[config.mk]
export PLATFORM = sky130hd
export DESIGN_NAME = fcs_flash_ctrl
export DESIGN_NICKNAME = d
export VERILOG_FILES = /design/src/hdl/fcs_pkg.sv /design/src/hdl/fcs_key_check.sv /design/src/hdl/fcs_flash_ctrl.sv
export SDC_FILE = /design/constraint.sdc
export NUM_CORES = 1
export LEC_CHECK = 0
export ABC_AREA = 1
export BUFFER_PORTS_ARGS = -buffer_cell sky130_fd_sc_hd__buf_2
export CAP_MARGIN = 0
export CORE_AREA = 10 10 142 157
export CTS_CLUSTER_DIAMETER = 60
export DETAILED_ROUTE_END_ITERATION = 8
export DIE_AREA = 0 0 152 167
export HOLD_SLACK_MARGIN = 0.08
export PLACE_DENSITY = 0.7
export SLEW_MARGIN = 20
export SYNTH_ARGS = -nofsm -noshare
export SYNTH_HDL_FRONTEND = slang
export SYNTH_SLANG_ARGS = --single-unit
[constraint.sdc]
create_clock -name aclk -period 2 [get_ports aclk]
set_input_delay 0.2 -clock aclk [delete_from_list [all_inputs] [get_ports aclk]]
set_output_delay 0.2 -clock aclk [all_outputs]
set_load 0.005 [all_outputs]
[src/hdl/fcs_pkg.sv]
// Constants and types shared by the flash command and security controller.
package fcs_pkg;
   // ****************************************
   // Register byte offsets
   // ****************************************
   localparam logic [7:0] OFF_RATIO = 8'h00;
   localparam logic [7:0] OFF_OPT = 8'h04;
   localparam logic [7:0] OFF_CNFG = 8'h08;
   localparam logic [7:0] OFF_PROT = 8'h0C;
   localparam logic [7:0] OFF_STAT = 8'h10;
   localparam logic [7:0] OFF_CMD = 8'h14;
   localparam logic [7:0] OFF_FADDR = 8'h18;
   localparam logic [7:0] OFF_FDATA = 8'h1C;
   // ****************************************
   // Field positions
   // ****************************************
   localparam int OPT_KEY_EN = 7;
   localparam int OPT_NORED = 6;
   localparam int CNFG_KEY_ACC = 5;
   localparam int PROT_DIS = 0;
   localparam int RATIO_LOADED = 7;
   localparam int STAT_CBEF = 7;
   localparam int STAT_CCF = 6;
   localparam int STAT_PVIOL = 5;
   localparam int STAT_ACCERR = 4;
   localparam int STAT_BLANK = 2;
   localparam int PAGE_MSB = 15;
   localparam int PAGE_LSB = 9;
   // ****************************************
   // Codes and values
   // ****************************************
   localparam logic [1:0] SEC_UNSECURED = 2'h2;
   localparam logic [7:0] CMD_BLANK = 8'h05;
   localparam logic [7:0] CMD_BYTE_PROG = 8'h20;
   localparam logic [7:0] CMD_BURST_PROG = 8'h25;
   localparam logic [7:0] CMD_PAGE_ERASE = 8'h40;
   localparam logic [7:0] CMD_MASS_ERASE = 8'h41;
   localparam logic [15:0] KEY_BASE = 16'hFFB0;
   localparam logic [3:0] KEY_BYTES = 4'h8;
   localparam logic [1:0] RESP_OKAY = 2'h0;
   localparam logic [1:0] RESP_SLVERR = 2'h2;
   // ****************************************
   // Command sequence states
   // ****************************************
   typedef enum logic [1:0] {
      FCS_SEQ_IDLE,
      FCS_SEQ_DATA,
      FCS_SEQ_CMD
   } fcs_seq_t;
endpackage

[src/hdl/fcs_key_check.sv]
// Backdoor key comparator that checks eight key bytes written in ascending order.
`timescale 1ns/1ps
`default_nettype none
module fcs_key_check (
   input wire logic aclk,
   input wire logic aresetn,
   input wire logic restart,
   input wire logic byte_we,
   input wire logic [2:0] byte_off,
   input wire logic [7:0] byte_data,
   input wire logic [63:0] key,
   output logic match
);
   typedef struct packed {
      logic [3:0] idx;
      logic ok;
   } fcs_key_state_t;

   fcs_key_state_t r_reg;
   fcs_key_state_t r_next;

   // A byte out of order or wrong spoils the whole entry until the next restart.
   always_comb begin
      r_next = r_reg;
      if (!aresetn) begin
         r_next = '0;
      end else if (restart) begin
         r_next.idx = 4'h0;
         r_next.ok = 1'b1;
      end else if (byte_we) begin
         if (r_reg.idx < fcs_pkg::KEY_BYTES && byte_off == r_reg.idx[2:0] &&
             byte_data == key[{r_reg.idx[2:0], 3'b000} +: 8]) begin
            r_next.idx = r_reg.idx + 4'h1;
         end else begin
            r_next.ok = 1'b0;
         end
      end
   end

   always_ff @(posedge aclk) begin
      r_reg <= r_next;
   end

   assign match = r_reg.ok & (r_reg.idx == fcs_pkg::KEY_BYTES);
endmodule
`default_nettype wire

[src/hdl/fcs_flash_ctrl.sv]
// Flash command, protection and security controller with an AXI4-Lite register slave.
// Behaviour
// - Options register reloads from its nonvolatile copy on every reset.
// - Backdoor key cannot unlock while the options key enable bit is zero.
// - Key bytes count only from secure writes, never from unsecured writes (awprot bit 1 set).
// - Eight matching key bytes in order unlock security until next reset.
// - Options bit 6 set disables vector redirection, clear enables it.
// - Security code 1:0 alone means unsecured; other codes mean secure.
// - While secure, unsecured sources are denied RAM and flash content access.
// - Key unlock or fully blank check sets the security code to 1:0.
// - Key access bit steers key-range writes to comparison or commands.
// - Protection loads from nonvolatile copy, reads freely, ignores program writes.
// - Protect select field bounds unprotected flash; protected targets are refused.
// - Protection disable set leaves every flash block unprotected.
// - Writing one to buffer empty launches; burst transfer to array refreshes it.
// - Only burst program commands queue, and only behind a running burst program.
// - Complete flag shows empty buffer and idle array; writes ignored.
// - Protected target launch is ignored and sets a write-one-clear violation flag.
// - Broken sequence, no clock ratio, or stop mid-command sets access error.
// - Blank flag set by blank check success, cleared on valid launch.
// - Codes 0x05, 0x20, 0x25 are blank check, byte and burst program.
// - Codes 0x40 and 0x41 are page erase and mass erase.
// - Any other command code is rejected with an access error.
// - Program and erase stay disabled until the clock ratio is written.
`timescale 1ns/1ps
`default_nettype none
module fcs_flash_ctrl (
   input wire logic aclk,
   input wire logic aresetn,
   input wire logic [7:0] s_axi_awaddr,
   input wire logic [2:0] s_axi_awprot,
   input wire logic s_axi_awvalid,
   output logic s_axi_awready,
   input wire logic [31:0] s_axi_wdata,
   input wire logic [3:0] s_axi_wstrb,
   input wire logic s_axi_wvalid,
   output logic s_axi_wready,
   output logic [1:0] s_axi_bresp,
   output logic s_axi_bvalid,
   input wire logic s_axi_bready,
   input wire logic [7:0] s_axi_araddr,
   input wire logic [2:0] s_axi_arprot,
   input wire logic s_axi_arvalid,
   output logic s_axi_arready,
   output logic [31:0] s_axi_rdata,
   output logic [1:0] s_axi_rresp,
   output logic s_axi_rvalid,
   input wire logic s_axi_rready,
   input wire logic [7:0] nonvolatile_options_copy,
   input wire logic [7:0] nonvolatile_protection_copy,
   input wire logic [63:0] backdoor_key_locations,
   input wire logic dbg_prot_we,
   input wire logic [7:0] dbg_prot_data,
   input wire logic mem_req_unsecured,
   input wire logic array_done,
   input wire logic array_blank,
   input wire logic stop_entry,
   output logic array_start,
   output logic [7:0] array_cmd,
   output logic [15:0] array_addr,
   output logic [7:0] array_data,
   output logic [6:0] array_tick_ratio,
   output logic device_secure,
   output logic vector_redirect_enable,
   output logic mem_access_deny
);
   // ****************************************
   // State
   // ****************************************
   typedef struct packed {
      fcs_pkg::fcs_seq_t seq;
      logic aw_held;
      logic [7:0] aw_addr;
      logic aw_nsec;
      logic w_held;
      logic [15:0] w_data;
      logic [1:0] w_strb;
      logic bvalid;
      logic [1:0] bresp;
      logic rvalid;
      logic [7:0] rdata;
      logic [1:0] rresp;
      logic [7:0] opt;
      logic key_acc;
      logic [7:0] prot;
      logic [6:0] ratio;
      logic ratio_written;
      logic [15:0] fl_addr;
      logic [7:0] fl_data;
      logic [7:0] cmd;
      logic buf_empty;
      logic running;
      logic [7:0] run_cmd;
      logic pviol;
      logic accerr;
      logic blank;
      logic start;
      logic [7:0] a_cmd;
      logic [15:0] a_addr;
      logic [7:0] a_data;
   } fcs_state_t;

   fcs_state_t r_reg;
   fcs_state_t r_next;
   logic wr_go;
   logic wr_b0;
   logic key_we;
   logic key_restart;
   logic key_match;
   logic key_unlock;
   logic cmd_valid;
   logic cmd_prot;
   logic launch_try;
   logic launch_ok;
   logic set_acc;
   logic set_pv;
   logic done_blank;
   logic ccf;
   logic in_key_range;
   logic [7:0] st_byte;

   assign ccf = r_reg.buf_empty & ~r_reg.running;
   assign st_byte = {r_reg.buf_empty, ccf, r_reg.pviol, r_reg.accerr, 1'b0, r_reg.blank, 2'b00};
   assign in_key_range = (r_reg.fl_addr[15:3] == fcs_pkg::KEY_BASE[15:3]);
   // Blank check never modifies the array, so protection does not apply to it.
   assign cmd_prot = ~r_reg.prot[fcs_pkg::PROT_DIS] & (r_reg.cmd != fcs_pkg::CMD_BLANK) &
      ((r_reg.cmd == fcs_pkg::CMD_MASS_ERASE) |
       (r_reg.fl_addr[fcs_pkg::PAGE_MSB:fcs_pkg::PAGE_LSB] > r_reg.prot[7:1]));
   assign cmd_valid = (r_reg.cmd == fcs_pkg::CMD_BLANK) | (r_reg.cmd == fcs_pkg::CMD_BYTE_PROG) |
      (r_reg.cmd == fcs_pkg::CMD_BURST_PROG) | (r_reg.cmd == fcs_pkg::CMD_PAGE_ERASE) |
      (r_reg.cmd == fcs_pkg::CMD_MASS_ERASE);

   fcs_key_check u_key (
      .aclk(aclk),
      .aresetn(aresetn),
      .restart(key_restart),
      .byte_we(key_we),
      .byte_off(r_reg.fl_addr[2:0]),
      .byte_data(r_reg.w_data[7:0]),
      .key(backdoor_key_locations),
      .match(key_match)
   );

   // ****************************************
   // Next state
   // ****************************************
   always_comb begin
      r_next = r_reg;
      r_next.start = 1'b0;
      wr_go = r_reg.aw_held & r_reg.w_held & ~r_reg.bvalid;
      wr_b0 = wr_go & r_reg.w_strb[0];
      key_we = 1'b0;
      key_restart = 1'b0;
      key_unlock = 1'b0;
      launch_try = 1'b0;
      launch_ok = 1'b0;
      set_acc = 1'b0;
      set_pv = 1'b0;
      done_blank = 1'b0;
      if (!aresetn) begin
         r_next = '0;
         r_next.opt = nonvolatile_options_copy;
         r_next.prot = nonvolatile_protection_copy;
         r_next.buf_empty = 1'b1;
      end else begin
         if (s_axi_awvalid && s_axi_awready) begin
            r_next.aw_held = 1'b1;
            r_next.aw_addr = s_axi_awaddr;
            r_next.aw_nsec = s_axi_awprot[1];
         end
         if (s_axi_wvalid && s_axi_wready) begin
            r_next.w_held = 1'b1;
            r_next.w_data = s_axi_wdata[15:0];
            r_next.w_strb = s_axi_wstrb[1:0];
         end
         if (r_reg.bvalid && s_axi_bready) begin
            r_next.bvalid = 1'b0;
         end
         if (wr_go) begin
            r_next.aw_held = 1'b0;
            r_next.w_held = 1'b0;
            r_next.bvalid = 1'b1;
            r_next.bresp = fcs_pkg::RESP_OKAY;
            case (r_reg.aw_addr)
               fcs_pkg::OFF_RATIO: begin
                  if (wr_b0) begin
                     r_next.ratio = r_reg.w_data[6:0];
                     r_next.ratio_written = 1'b1;
                  end
               end
               fcs_pkg::OFF_CNFG: begin
                  if (wr_b0) begin
                     r_next.key_acc = r_reg.w_data[fcs_pkg::CNFG_KEY_ACC];
                     key_restart = r_reg.w_data[fcs_pkg::CNFG_KEY_ACC] & ~r_reg.key_acc;
                     key_unlock = r_reg.key_acc & ~r_reg.w_data[fcs_pkg::CNFG_KEY_ACC] &
                        key_match & r_reg.opt[fcs_pkg::OPT_KEY_EN];
                  end
               end
               fcs_pkg::OFF_STAT: begin
                  if (wr_b0) begin
                     if (r_reg.w_data[fcs_pkg::STAT_PVIOL]) begin
                        r_next.pviol = 1'b0;
                     end
                     if (r_reg.w_data[fcs_pkg::STAT_ACCERR]) begin
                        r_next.accerr = 1'b0;
                     end
                     launch_try = r_reg.w_data[fcs_pkg::STAT_CBEF] & r_reg.buf_empty;
                  end
               end
               fcs_pkg::OFF_CMD: begin
                  if (wr_b0 && r_reg.buf_empty) begin
                     if (r_reg.seq == fcs_pkg::FCS_SEQ_DATA) begin
                        r_next.cmd = r_reg.w_data[7:0];
                        r_next.seq = fcs_pkg::FCS_SEQ_CMD;
                     end else begin
                        set_acc = 1'b1;
                        r_next.seq = fcs_pkg::FCS_SEQ_IDLE;
                     end
                  end
               end
               fcs_pkg::OFF_FADDR: begin
                  if (r_reg.w_strb[0]) begin
                     r_next.fl_addr[7:0] = r_reg.w_data[7:0];
                  end
                  if (r_reg.w_strb[1]) begin
                     r_next.fl_addr[15:8] = r_reg.w_data[15:8];
                  end
               end
               fcs_pkg::OFF_FDATA: begin
                  if (wr_b0 && r_reg.key_acc && in_key_range) begin
                     key_we = ~r_reg.aw_nsec;
                  end else if (wr_b0 && r_reg.buf_empty) begin
                     if (r_reg.seq == fcs_pkg::FCS_SEQ_IDLE) begin
                        r_next.fl_data = r_reg.w_data[7:0];
                        r_next.seq = fcs_pkg::FCS_SEQ_DATA;
                     end else begin
                        set_acc = 1'b1;
                        r_next.seq = fcs_pkg::FCS_SEQ_IDLE;
                     end
                  end
               end
               fcs_pkg::OFF_OPT, fcs_pkg::OFF_PROT: begin
                  r_next.bresp = fcs_pkg::RESP_OKAY;
               end
               default: begin
                  r_next.bresp = fcs_pkg::RESP_SLVERR;
               end
            endcase
         end
         if (launch_try) begin
            r_next.seq = fcs_pkg::FCS_SEQ_IDLE;
            if (r_reg.seq != fcs_pkg::FCS_SEQ_CMD || !cmd_valid || !r_reg.ratio_written) begin
               set_acc = 1'b1;
            end else if (r_reg.running && (r_reg.cmd != fcs_pkg::CMD_BURST_PROG ||
                         r_reg.run_cmd != fcs_pkg::CMD_BURST_PROG)) begin
               set_acc = 1'b1;
            end else if (cmd_prot) begin
               set_pv = 1'b1;
            end else begin
               launch_ok = 1'b1;
               r_next.buf_empty = 1'b0;
               r_next.blank = 1'b0;
            end
         end
         // Burst commands wait here while the array finishes the previous one.
         if (!r_reg.buf_empty && !r_reg.running) begin
            r_next.start = 1'b1;
            r_next.running = 1'b1;
            r_next.run_cmd = r_reg.cmd;
            r_next.a_cmd = r_reg.cmd;
            r_next.a_addr = r_reg.fl_addr;
            r_next.a_data = r_reg.fl_data;
            r_next.buf_empty = 1'b1;
         end
         if (array_done && r_reg.running) begin
            r_next.running = 1'b0;
            done_blank = (r_reg.run_cmd == fcs_pkg::CMD_BLANK) & array_blank;
         end
         if (stop_entry && (r_reg.running || !r_reg.buf_empty)) begin
            set_acc = 1'b1;
            r_next.running = 1'b0;
            r_next.buf_empty = 1'b1;
         end
         if (done_blank) begin
            r_next.blank = 1'b1;
         end
         if (done_blank || key_unlock) begin
            r_next.opt[1:0] = fcs_pkg::SEC_UNSECURED;
         end
         if (set_acc) begin
            r_next.accerr = 1'b1;
         end
         if (set_pv) begin
            r_next.pviol = 1'b1;
         end
         // Only the debug port reaches protection; bus writes never land here.
         if (dbg_prot_we) begin
            r_next.prot = dbg_prot_data;
         end
         if (r_reg.rvalid && s_axi_rready) begin
            r_next.rvalid = 1'b0;
         end
         if (s_axi_arvalid && s_axi_arready) begin
            r_next.rvalid = 1'b1;
            r_next.rresp = fcs_pkg::RESP_OKAY;
            case (s_axi_araddr)
               fcs_pkg::OFF_RATIO: r_next.rdata = {r_reg.ratio_written, r_reg.ratio};
               fcs_pkg::OFF_OPT: r_next.rdata = r_reg.opt;
               fcs_pkg::OFF_CNFG: r_next.rdata = {2'b00, r_reg.key_acc, 5'b00000};
               fcs_pkg::OFF_PROT: r_next.rdata = r_reg.prot;
               fcs_pkg::OFF_STAT: r_next.rdata = st_byte;
               fcs_pkg::OFF_CMD: r_next.rdata = r_reg.cmd;
               fcs_pkg::OFF_FADDR: r_next.rdata = r_reg.fl_addr[7:0];
               fcs_pkg::OFF_FDATA: r_next.rdata = r_reg.fl_data;
               default: begin
                  r_next.rdata = 8'h00;
                  r_next.rresp = fcs_pkg::RESP_SLVERR;
               end
            endcase
         end
      end
   end

   always_ff @(posedge aclk) begin
      r_reg <= r_next;
   end

   // ****************************************
   // Outputs
   // ****************************************
   assign s_axi_awready = ~r_reg.aw_held & ~r_reg.bvalid;
   assign s_axi_wready = ~r_reg.w_held & ~r_reg.bvalid;
   assign s_axi_bvalid = r_reg.bvalid;
   assign s_axi_bresp = r_reg.bresp;
   assign s_axi_arready = ~r_reg.rvalid;
   assign s_axi_rvalid = r_reg.rvalid;
   assign s_axi_rresp = r_reg.rresp;
   assign s_axi_rdata = {24'h000000, r_reg.rdata};
   assign array_start = r_reg.start;
   assign array_cmd = r_reg.a_cmd;
   assign array_addr = r_reg.a_addr;
   assign array_data = r_reg.a_data;
   assign array_tick_ratio = r_reg.ratio;
   assign device_secure = (r_reg.opt[1:0] != fcs_pkg::SEC_UNSECURED);
   assign vector_redirect_enable = ~r_reg.opt[fcs_pkg::OPT_NORED];
   assign mem_access_deny = device_secure & mem_req_unsecured;
endmodule
`default_nettype wire

# Word-level counts from Yosys, hierarchy flattened

Index checks and enable logic that the tools add are counted.

Output and inout port bits: 84
Logic and storage cells: 261
Flip-flop bits (word level): 145
Input port bits: 158

Equal/unequal tests: 39
Shift-type cells: 1
Bitwise logic cells: 36
Reductions and logical operators: 59
$lt $le $gt $ge: 2
Multiplexer cells: 90
$add $sub $neg: 1

Operator list:

| operator                                               | number |
|---|---|
| two-way mux 97 bit                                     | 1 |
| two-way mux 8 bit                                      | 12 |
| == test 8 x 5 -> 1 bit (second input constant)         | 8 |
| case mux 8 bit (8 select lines)                        | 1 |
| variable part select 64 x 7 -> 8 bit                   | 1 |
| two-way mux 1 bit                                      | 57 |
| two-way mux 40 bit                                     | 1 |
| two-way mux 33 bit                                     | 1 |
| == test 8 x 3 -> 1 bit (second input constant)         | 4 |
| == test 8 x 4 -> 1 bit (second input constant)         | 4 |
| nonzero test 2 bit                                     | 13 |
| two-way mux 2 bit                                      | 11 |
| AND reduction 4 bit                                    | 5 |
| bitwise AND 1 bit                                      | 16 |
| == test 8 x 6 -> 1 bit (second input constant)         | 2 |
| == test 8 x 7 -> 1 bit (second input constant)         | 2 |
| zero test 8 bit                                        | 2 |
| two-way mux 16 bit                                     | 1 |
| inequality test 8 x 6 -> 1 bit (second input constant) | 2 |
| OR reduction 8 bit                                     | 2 |
| NOT 1 bit                                              | 15 |
| logical AND 1 bit                                      | 14 |
| == test 13 bit (second input constant)                 | 1 |
| inequality test 2 bit (second input constant)          | 6 |
| other kinds (23)                                       | 46 |

# Longest topological paths before layout

Gate-level depths: netlist of the first run.

Depth in word-level cells: 15
Mapped depth: 15
Depth with buffers taken out: 14

# Modules after synthesis

A second synthesis of the first run with hierarchy kept.

Cells, all modules: 1135
Area total of the unflattened synthesis: 7808.7 um^2

Modules (own cells, without submodules):

| module         | cells each | times used | area each (um^2) |
|---|---|---|---|
| fcs_flash_ctrl | 856        | 1          | 6515.0 |
| fcs_key_check  | 279        | 1          | 1293.7 |

# Least setup slack after synthesis of the first run

OpenSTA, ideal clock, no wires.

Kind: register to register
Start: register r_reg[137] in the netlist's numbering
End: register r_reg[95] in the netlist's numbering (enable)
Setup slack: 301 ps
Data required time: 1633 ps
Path buffers: 0
Cell stages (with the launch flop): 7
Arrival: 1332 ps
Cell sequence: dfxtp_1 -> or2_4 -> nor3_1 -> inv_1 -> nor2_1 -> nand2_1 -> o311ai_0

Cells in the longest elaborated chain, start to end: 6

RTL lines:

| element                                         | RTL line              | text |
|---|---|---|
| start, declared                                 | fcs_flash_ctrl.sv:103 | `fcs_state_t r_reg;` |
| start signal, assigned                          | fcs_flash_ctrl.sv:325 | `r_reg <= r_next;` |
| == test 8 x 4 -> 1 bit                          | fcs_flash_ctrl.sv:184 | `case (r_reg.aw_addr)` |
| two-way mux 1 bit                               | fcs_flash_ctrl.sv:184 |  |
| two-way mux 1 bit                               | fcs_flash_ctrl.sv:179 | `if (wr_go) begin` |
| two-way mux 1 bit                               | fcs_flash_ctrl.sv:160 | `if (!aresetn) begin` |
| logical OR 1 bit                                | fcs_flash_ctrl.sv:287 | `if (done_blank \|\| key_unlock) begin` |
| inequality test 2 x 1 -> 1 bit (no source line) | -                     |  |

Every way passes these cells. The select of a mux whose other input is x is not followed.
A chain may end at the register's enable or synchronous reset.

# Worst setup path after layout of the first run

Start: register r_reg[91] in the netlist's numbering
End: register r_reg[33] in the netlist's numbering

Cells in the longest elaborated chain, start to end: 5

RTL lines:

| element                                         | RTL line              | text |
|---|---|---|
| > comparator 7 bit                              | fcs_flash_ctrl.sv:128 | `(r_reg.fl_addr[fcs_pkg::PAGE_MSB:fcs_pkg::PAGE_LSB] > r_reg.prot[7:1]));` |
| OR 1 bit                                        | fcs_flash_ctrl.sv:127 | `((r_reg.cmd == fcs_pkg::CMD_MASS_ERASE) \|` |
| bitwise AND 1 bit                               | fcs_flash_ctrl.sv:126 | `assign cmd_prot = ~r_reg.prot[fcs_pkg::PROT_DIS] & (r_reg.cmd != fcs_pkg::CMD_BLANK) &` |
| inequality test 2 x 1 -> 1 bit (no source line) | -                     |  |
| AND reduction 4 bit (no source line)            | -                     |  |

Every way passes these cells.

==> results of run 1 <==
## layer usage
layer | share of wire | wire length, um | up-vias | global-route usage
li1 | - | - | 3758 | -
met5 | 0 | 0 | - | 0
met1 | 0.42 | 10100 | 3454 | 0.208
met2 | 0.50 | 11900 | 212 | 0.303
met4 | 0.030 | 723 | 0 | 0.0712
met3 | 0.053 | 1270 | 50 | 0.0446
## where the power goes
group	internal, mW	total, mW	switching, mW	leakage (nW)
Clock	1.99	3.24	1.25	0.295
Combinational	0.310	0.710	0.400	2.96
Sequential	3.00	3.06	0.0605	1.19
Total	5.30	7.01	1.71	4.45
## layout make-up
cell class,count,area [um2],area share
Inverter,132,526,0.0549
Timing Repair Buffer,261,1640,0.171
Clock buffer,21,483,0.0504
Antenna cell,1,2.50,0.000261
Multi-Input combinational cell,699,3460,0.362
Sequential cell,143,3030,0.316
Clock inverter,11,126,0.0132
Tap cell,247,309,0.0323
## kinds of logic after synthesis
kind of cell / share of synthesized area
other cells: 0.000487
fa+ha+maj: 0.0146
buf+inv: 0.173
flops: 0.393
xor+xnor: 0.00341
compound gates: 0.146
simple gates: 0.270
## layout by cell type (no fill, tap or decap), drive strengths merged, types with 2 or more instances in the layout
cell | netlist | layout
o22ai | 10 | 10
a21oi | 70 | 70
buf | 90 | 213
dfxtp | 127 | 127
ha | 9 | 9
nor4 | 3 | 3
a211oi | 6 | 6
o221ai | 3 | 3
nor2 | 117 | 117
dlygate4sd3 | 0 | 47
conb | 1 | 26
o2111ai | 2 | 2
edfxtp | 16 | 16
clkinvlp | 0 | 2
xor2 | 3 | 3
clkinv | 4 | 8
nand2 | 193 | 193
or2 | 3 | 3
bufinv | 1 | 3
inv | 127 | 130
clkbuf | 23 | 22
o21ai | 115 | 115
nand3 | 92 | 92
nand4 | 12 | 12
nor3 | 26 | 26
## critical path, stage by stage, from the launching register on
cell and delay, ns:
edfxtp_1 0.39, inv_1 0.14, ha_1 0.27, a21oi_1 0.18, o21ai_0 0.10, a21oi_1 0.13, o21ai_0 0.11, nand3_1 0.14
nand2_1 0.09, o21ai_0 0.16, a21oi_1 0.08
## timing repair
action	in CTS	in global routing
hold buffers	46	1
setup buffers	0	0
hold endpoints to repair	39	1
gates resized for setup	0	9
setup endpoints to repair	0	7
## metrics by stage
step	cells	hold WS, ns	power [mW]	utilization	TNS (ns)
2_1_floorplan	1087	0.299	3.50	-	0
3_3_place_gp	1434	0.379	3.73	0.445	0
3_5_place_dp	1434	0.379	3.74	0.445	0
4_1_cts	1512	0.0804	7.03	0.501	0
5_1_grt	1515	0.0872	7.27	0.505	-0.0300
6_report	1515	0.0860	7.01	0.505	0
## worst paths after layout
check,slack [ns],cells after the start,endpoint,start
setup / recovery,0.11,10,r_reg[33]$_SDFFE_PN0P_,r_reg[91]$_DFFE_PP_
hold reg to reg,0.46,2,s_axi_rdata[5]$_SDFFE_PN0P_,s_axi_rdata[5]$_SDFFE_PN0P_
setup reg to reg,0.11,10,r_reg[33]$_SDFFE_PN0P_,r_reg[91]$_DFFE_PP_
hold / removal,0.09,3,r_reg[91]$_DFFE_PP_,dbg_prot_data[5]
==> impl_results.md, run 1 <==
- Status: completed
- Worst EP required: 2.30 ns
- CTS tree: done
- Final Setup Violations: 0
- Drt pass-1 iters: 5
- Unrepaired setup endpoints after global routing: true
- Placement Setup Slack: 0.0892 ns
- Final Hold Fails: 0
- Clock transition at path regs: 0.06 ns
- Top cell type's share of synthesized area: 0.330
- Drt total wl: 24000 um
- Critical path class: register to register
- Initial Util: 0.406
- GRT overflow: 0
- DP HPWL: 17900 um
- Vias: 7474
- Post-synth top flop: dfxtp_1
- Async SR Flop Fraction: 0
- Placement Cell Area: 8430 um2
- FILL cells: 1855
- Post-route ant nets: 0
- Vias in the first global route: a little over 7000
- Top post-synthesis cells by area: dfxtp_1 (33%), nand2_1 (8.8%), buf_4 (7.6%)
- Syn-to-layout area delta: 24.4%
- Fin crit share: 0.946
- Die area: about 25000 um2
- # rows: 53
- Period minus WS final: between 1.5 and 2 ns
- Post-synth EDFFs: 16
- Worst hold path class: input pin to register
- Die W: roughly 150 um
- Io pins: 242
- Ys Warns: 0
- Pwr/cell area: 732 nW/um2
- Worst Setup End Kind: register
- Fmax: between 0.5 and 0.6 GHz
- Synth cell types: 49
- Global-route wire length before repair: 37300 um
- Worst Path Arrival: 2.19 ns
- Max clock buf depth: 2
- Max-cap violations: 0
- Die Y: 167 um
- Gr usage total: 0.178
- Lkg Pwr: 4.45 nW
- Core area: about 19000 um2
- Mapped Area: just under 8000 um2
- Synth area leader: dfxtp_1
- Worst Tran Pin Value: 0.527 ns
- Post-layout nets: 1421
- Clock Latency Late Sink: 0.42 ns
- Top-count cell post-synth: nand2_1
- TritonCTS buffer count: 17
- Peak supply drop: 0.000606 V
- I/O Buffers: 192
- Setup crit start kind: register
- CTS H-tree lvls: 4
- GP Congestion: 0.936
- Max FFs per register: 86
- Setup WS post-layout: 0.107 ns
- Post-synthesis sequential area ratio: 0.393
- Initial antenna violation count: 1
- Pin count of the biggest net entering global routing: ~110
- DRC viols: 0
- Post-synth top cells: nand2_1 (181), dfxtp_1 (127), inv_1 (121), nor2_1 (111), o21ai_0 (103)
- Syn avg cell area: between 7 and 8 um2
- Iter 0 DRT Violations: 541
- Crit-path max FO: 2
- Design Area, Final: 9580 um2
- Wire per inst: 15.9 um
- Share of layout cells above drive strength 1: 0.234
- Pins Over Slew Limit: 0
- Post-synthesis instance total: 1062
- Clock Skews: 0.00858 ns
- Vias per cell: around 5
- CTS root buf: clkbuf_16
- Rel. slew slack: 0.648
- Synth Register Bits: 143
- Sink Count: 143
Note: power is estimated with default switching activity, not from simulation.
==> run 2: changes to the inputs <==
--- a/config.mk
+++ b/config.mk
@@ -8,12 +8,14 @@
 export ABC_AREA = 1
 export BUFFER_PORTS_ARGS = -buffer_cell sky130_fd_sc_hd__buf_2
 export CAP_MARGIN = 0
-export CORE_AREA = 10 10 142 157
+export CELL_PAD_IN_SITES_DETAIL_PLACEMENT = 1
+export CELL_PAD_IN_SITES_GLOBAL_PLACEMENT = 1
+export CORE_AREA = 10 10 151 167
 export CTS_CLUSTER_DIAMETER = 60
 export DETAILED_ROUTE_END_ITERATION = 8
-export DIE_AREA = 0 0 152 167
+export DIE_AREA = 0 0 161 177
 export HOLD_SLACK_MARGIN = 0.08
-export PLACE_DENSITY = 0.7
+export PLACE_DENSITY = 0.83
 export SLEW_MARGIN = 20
 export SYNTH_ARGS = -nofsm -noshare
 export SYNTH_HDL_FRONTEND = slang
==> constraint.sdc (replaced) <==
create_clock -name aclk -period 1.9 [get_ports aclk]
set_input_delay 0.19 -clock aclk [delete_from_list [all_inputs] [get_ports aclk]]
set_output_delay 0.19 -clock aclk [all_outputs]
set_load 0.005 [all_outputs]
==> run 2 against run 1 <==
First-iteration DRC count down 26%; sequential power increased by 6%; register-to-register slack worse by 0.08 ns; combinational power increased by 17%; die area grew 12%; clock skew increased by 0.0014 ns; cell area up 4.5%.
==> impl_results.md, run 2 (synthesis results as in run 1) <==
- Clock Latency Late Sink: 0.43 ns (was 0.42 ns)
- Initial antenna violation count: 8 (was 1)
- Final Setup Violations: 0 (unchanged)
- Die area: 28500 um2 (was 25400 um2)
- Sink Count: 143 (unchanged)
- Most frequent cells in the layout: buf_2 (192), nand2_1 (167), dfxtp_1 (124) (was buf_2 (192), nand2_1 (181), dfxtp_1 (126))
- Drt pass-1 iters: 4 (was 5)
- GP Congestion: 0.872 (was 0.936)
- Fmax: 0.535 GHz (was 0.528 GHz)
- Fin crit share: 0.983 (was 0.946)
- Setup crit start kind: register (unchanged)
- Die W: 161 um (was 152 um)
- I/O Buffers: 192 (unchanged)
- Post-layout nets: 1442 (was 1421)
- Setup WS post-layout: 0.0320 ns (was 0.107 ns)
- Pins Over Slew Limit: 0 (unchanged)
- Critical path launch point: u_key.r_reg[1]$_SDFFE_PP0P_ (was r_reg[91]$_DFFE_PP_)
- Max-cap violations: 0 (unchanged)
- Worst EP required: 2.22 ns (was 2.30 ns)
- # rows: 57 (was 53)
- Gr usage total: 0.191 (was 0.178)
- Hold path startpoint: s_axi_rready (was dbg_prot_data[5])
- Worst Path Arrival: 2.19 ns (about the same)
- Post-Route Setup TNS: 0 ns (unchanged)
- DRC viols: 0 (unchanged)
- Commonest non-fill, non-tap cell in the layout: buf_2 (unchanged)
- Clock Skews: 0.00998 ns (was 0.00858 ns)
- CTS tree: done (unchanged)
- Vias in the first global route: 8299 (was 7225)
- Met3 Use GR: 0.0493 (was 0.0446)
- Post-route ant nets: 0 (unchanged)
- Most crowded layer after global routing: met2 (unchanged)
- Vias: 7921 (was 7474)
- Max FFs per register: 86 (unchanged)
- Period minus WS final: 1.87 ns (was 1.89 ns)
- Iter 0 DRT Violations: 398 (was 541)
- Placement Setup Slack: 0.000436 ns (was 0.0892 ns)
- Critical path class: register to register (unchanged)
- Crit-path max FO: 6 (was 2)
- Unrepaired setup endpoints after global routing: true (unchanged)
- Worst hold path class: input pin to register (unchanged)
- Final Hold Fails: 0 (unchanged)
- CTS H-tree lvls: 4 (unchanged)
- Status: completed (unchanged)
- Peak supply drop: 0.000620 V (was 0.000606 V)
- Met1 Resource Use GR: 0.208 (about the same)
- CTS root buf: clkbuf_16 (unchanged)
- Power Total: 7.49 mW (was 7.01 mW)
- Initial Util: 0.353 (was 0.406)
- Io pins: 242 (unchanged)
- Vias per cell: 4.98 (was 4.93)
- Worst Setup End Kind: register (unchanged)
- Die Y: 177 um (was 167 um)
- Clock transition at path regs: 0.06 ns (about the same)
- DP HPWL: 20200 um (was 17900 um)
- Worst hold slack: 0.117 ns (was 0.0860 ns)
- Drt total wl: 29800 um (was 24000 um)
- R2r startpoint: u_key.r_reg[1]$_SDFFE_PP0P_ (was r_reg[91]$_DFFE_PP_)
- Pwr/cell area: 749 nW/um2 (was 732 nW/um2)
- Max clock buf depth: 2 (unchanged)
- Core Util, Final: 0.459 (was 0.505)
- Lkg Pwr: 4.59 nW (was 4.45 nW)
- GRT overflow: 0 (unchanged)
- Share of layout cells above drive strength 1: 0.266 (was 0.234)
- Global-route wire length before repair: 43600 um (was 37300 um)
- Core area: 21800 um2 (was 19000 um2)
- Pin count of the biggest net entering global routing: 111 (unchanged)
- Grt met2 use: 0.339 (was 0.303)
- Wire per inst: 18.7 um (was 15.9 um)
- Syn-to-layout area delta: 30.1% (was 24.4%)
- TritonCTS buffer count: 17 (unchanged)
-- run 2: changes by cell type in the layout (fill, tap and decap cells not counted), sizes merged --
cell | previous run | this run
dlygate4sd3 | 47 | 53
buf | 213 | 225
diode | 1 | 8
clkinvlp | 2 | 3
clkbuf | 22 | 24
clkinv | 8 | 7
inv | 130 | 132
bufinv | 3 | 2
-- run 2: per-stage QoR --
stage | cells | cell area, um2
final | 1591 | 10000
after floorplan | 1087 | 7790
after CTS | 1572 | 9710
after global routing | 1591 | 10000
after global placement | 1487 | 8570
after detailed placement | 1487 | 8570
-- run 2: critical path, cell delays in order, from the launching register on --
cell and delay (ns):
dfxtp_4 0.41, buf_12 0.17, buf_12 0.13, nand2_2 0.04, nand2_1 0.05, nand2_1 0.06
nand3_2 0.11, nand2_2 0.06, nand2_2 0.05, nand2_2 0.05, nor2_2 0.10, nand3_2 0.12
nor2_4 0.17, nand2_2 0.09, nand2_2 0.09, a21oi_2 0.05
-- run 2: repair_timing --
action / in CTS / in global routing
endpoints found under the hold margin: 44 / 0
gates cloned: 0 / 3
endpoints found under the setup margin: 3 / 39
gates resized for setup: 2 / 50
setup buffers: 0 / 8
hold buffers: 53 / 0
pin swaps: 0 / 22
-- run 2: path summary, 6_finish.rpt --
path / end / slack (ns) / depth (start not counted)
worst max-delay path: u_key.r_reg[1]$_SDFFE_PP0P_ / 0.03 / 15
worst min-delay path: s_axi_rvalid$_SDFFE_PN0P_ / 0.12 / 3
worst max register to register: u_key.r_reg[1]$_SDFFE_PP0P_ / 0.03 / 15
worst min register to register: s_axi_rdata[1]$_SDFFE_PN0P_ / 0.46 / 2
-- run 2: where the power goes --
group | switching [mW] | internal, mW | leakage (nW)
Combinational | 0.474 | 0.359 | 3.11
Clock | 1.44 | 1.99 | 0.289
Sequential | 0.0713 | 3.16 | 1.19
-- run 2: routing by layer --
layer	wire length, um	vias up
li1	-	3817
met1	11700	3776
met2	15500	254
met3	1480	74
met4	1100	0
met5	0	-
-- run 2: area by class of cell --
cell class	instances	area, um2
fill	2818	11800
multi-input combinational	699	3560
sequential	143	3030
timing repair buffer	281	1880
inverter	132	539
clock buffer	21	483
tap	295	369
clock inverter	11	120
antenna	8	20.0
timing repair inverter	1	11.3
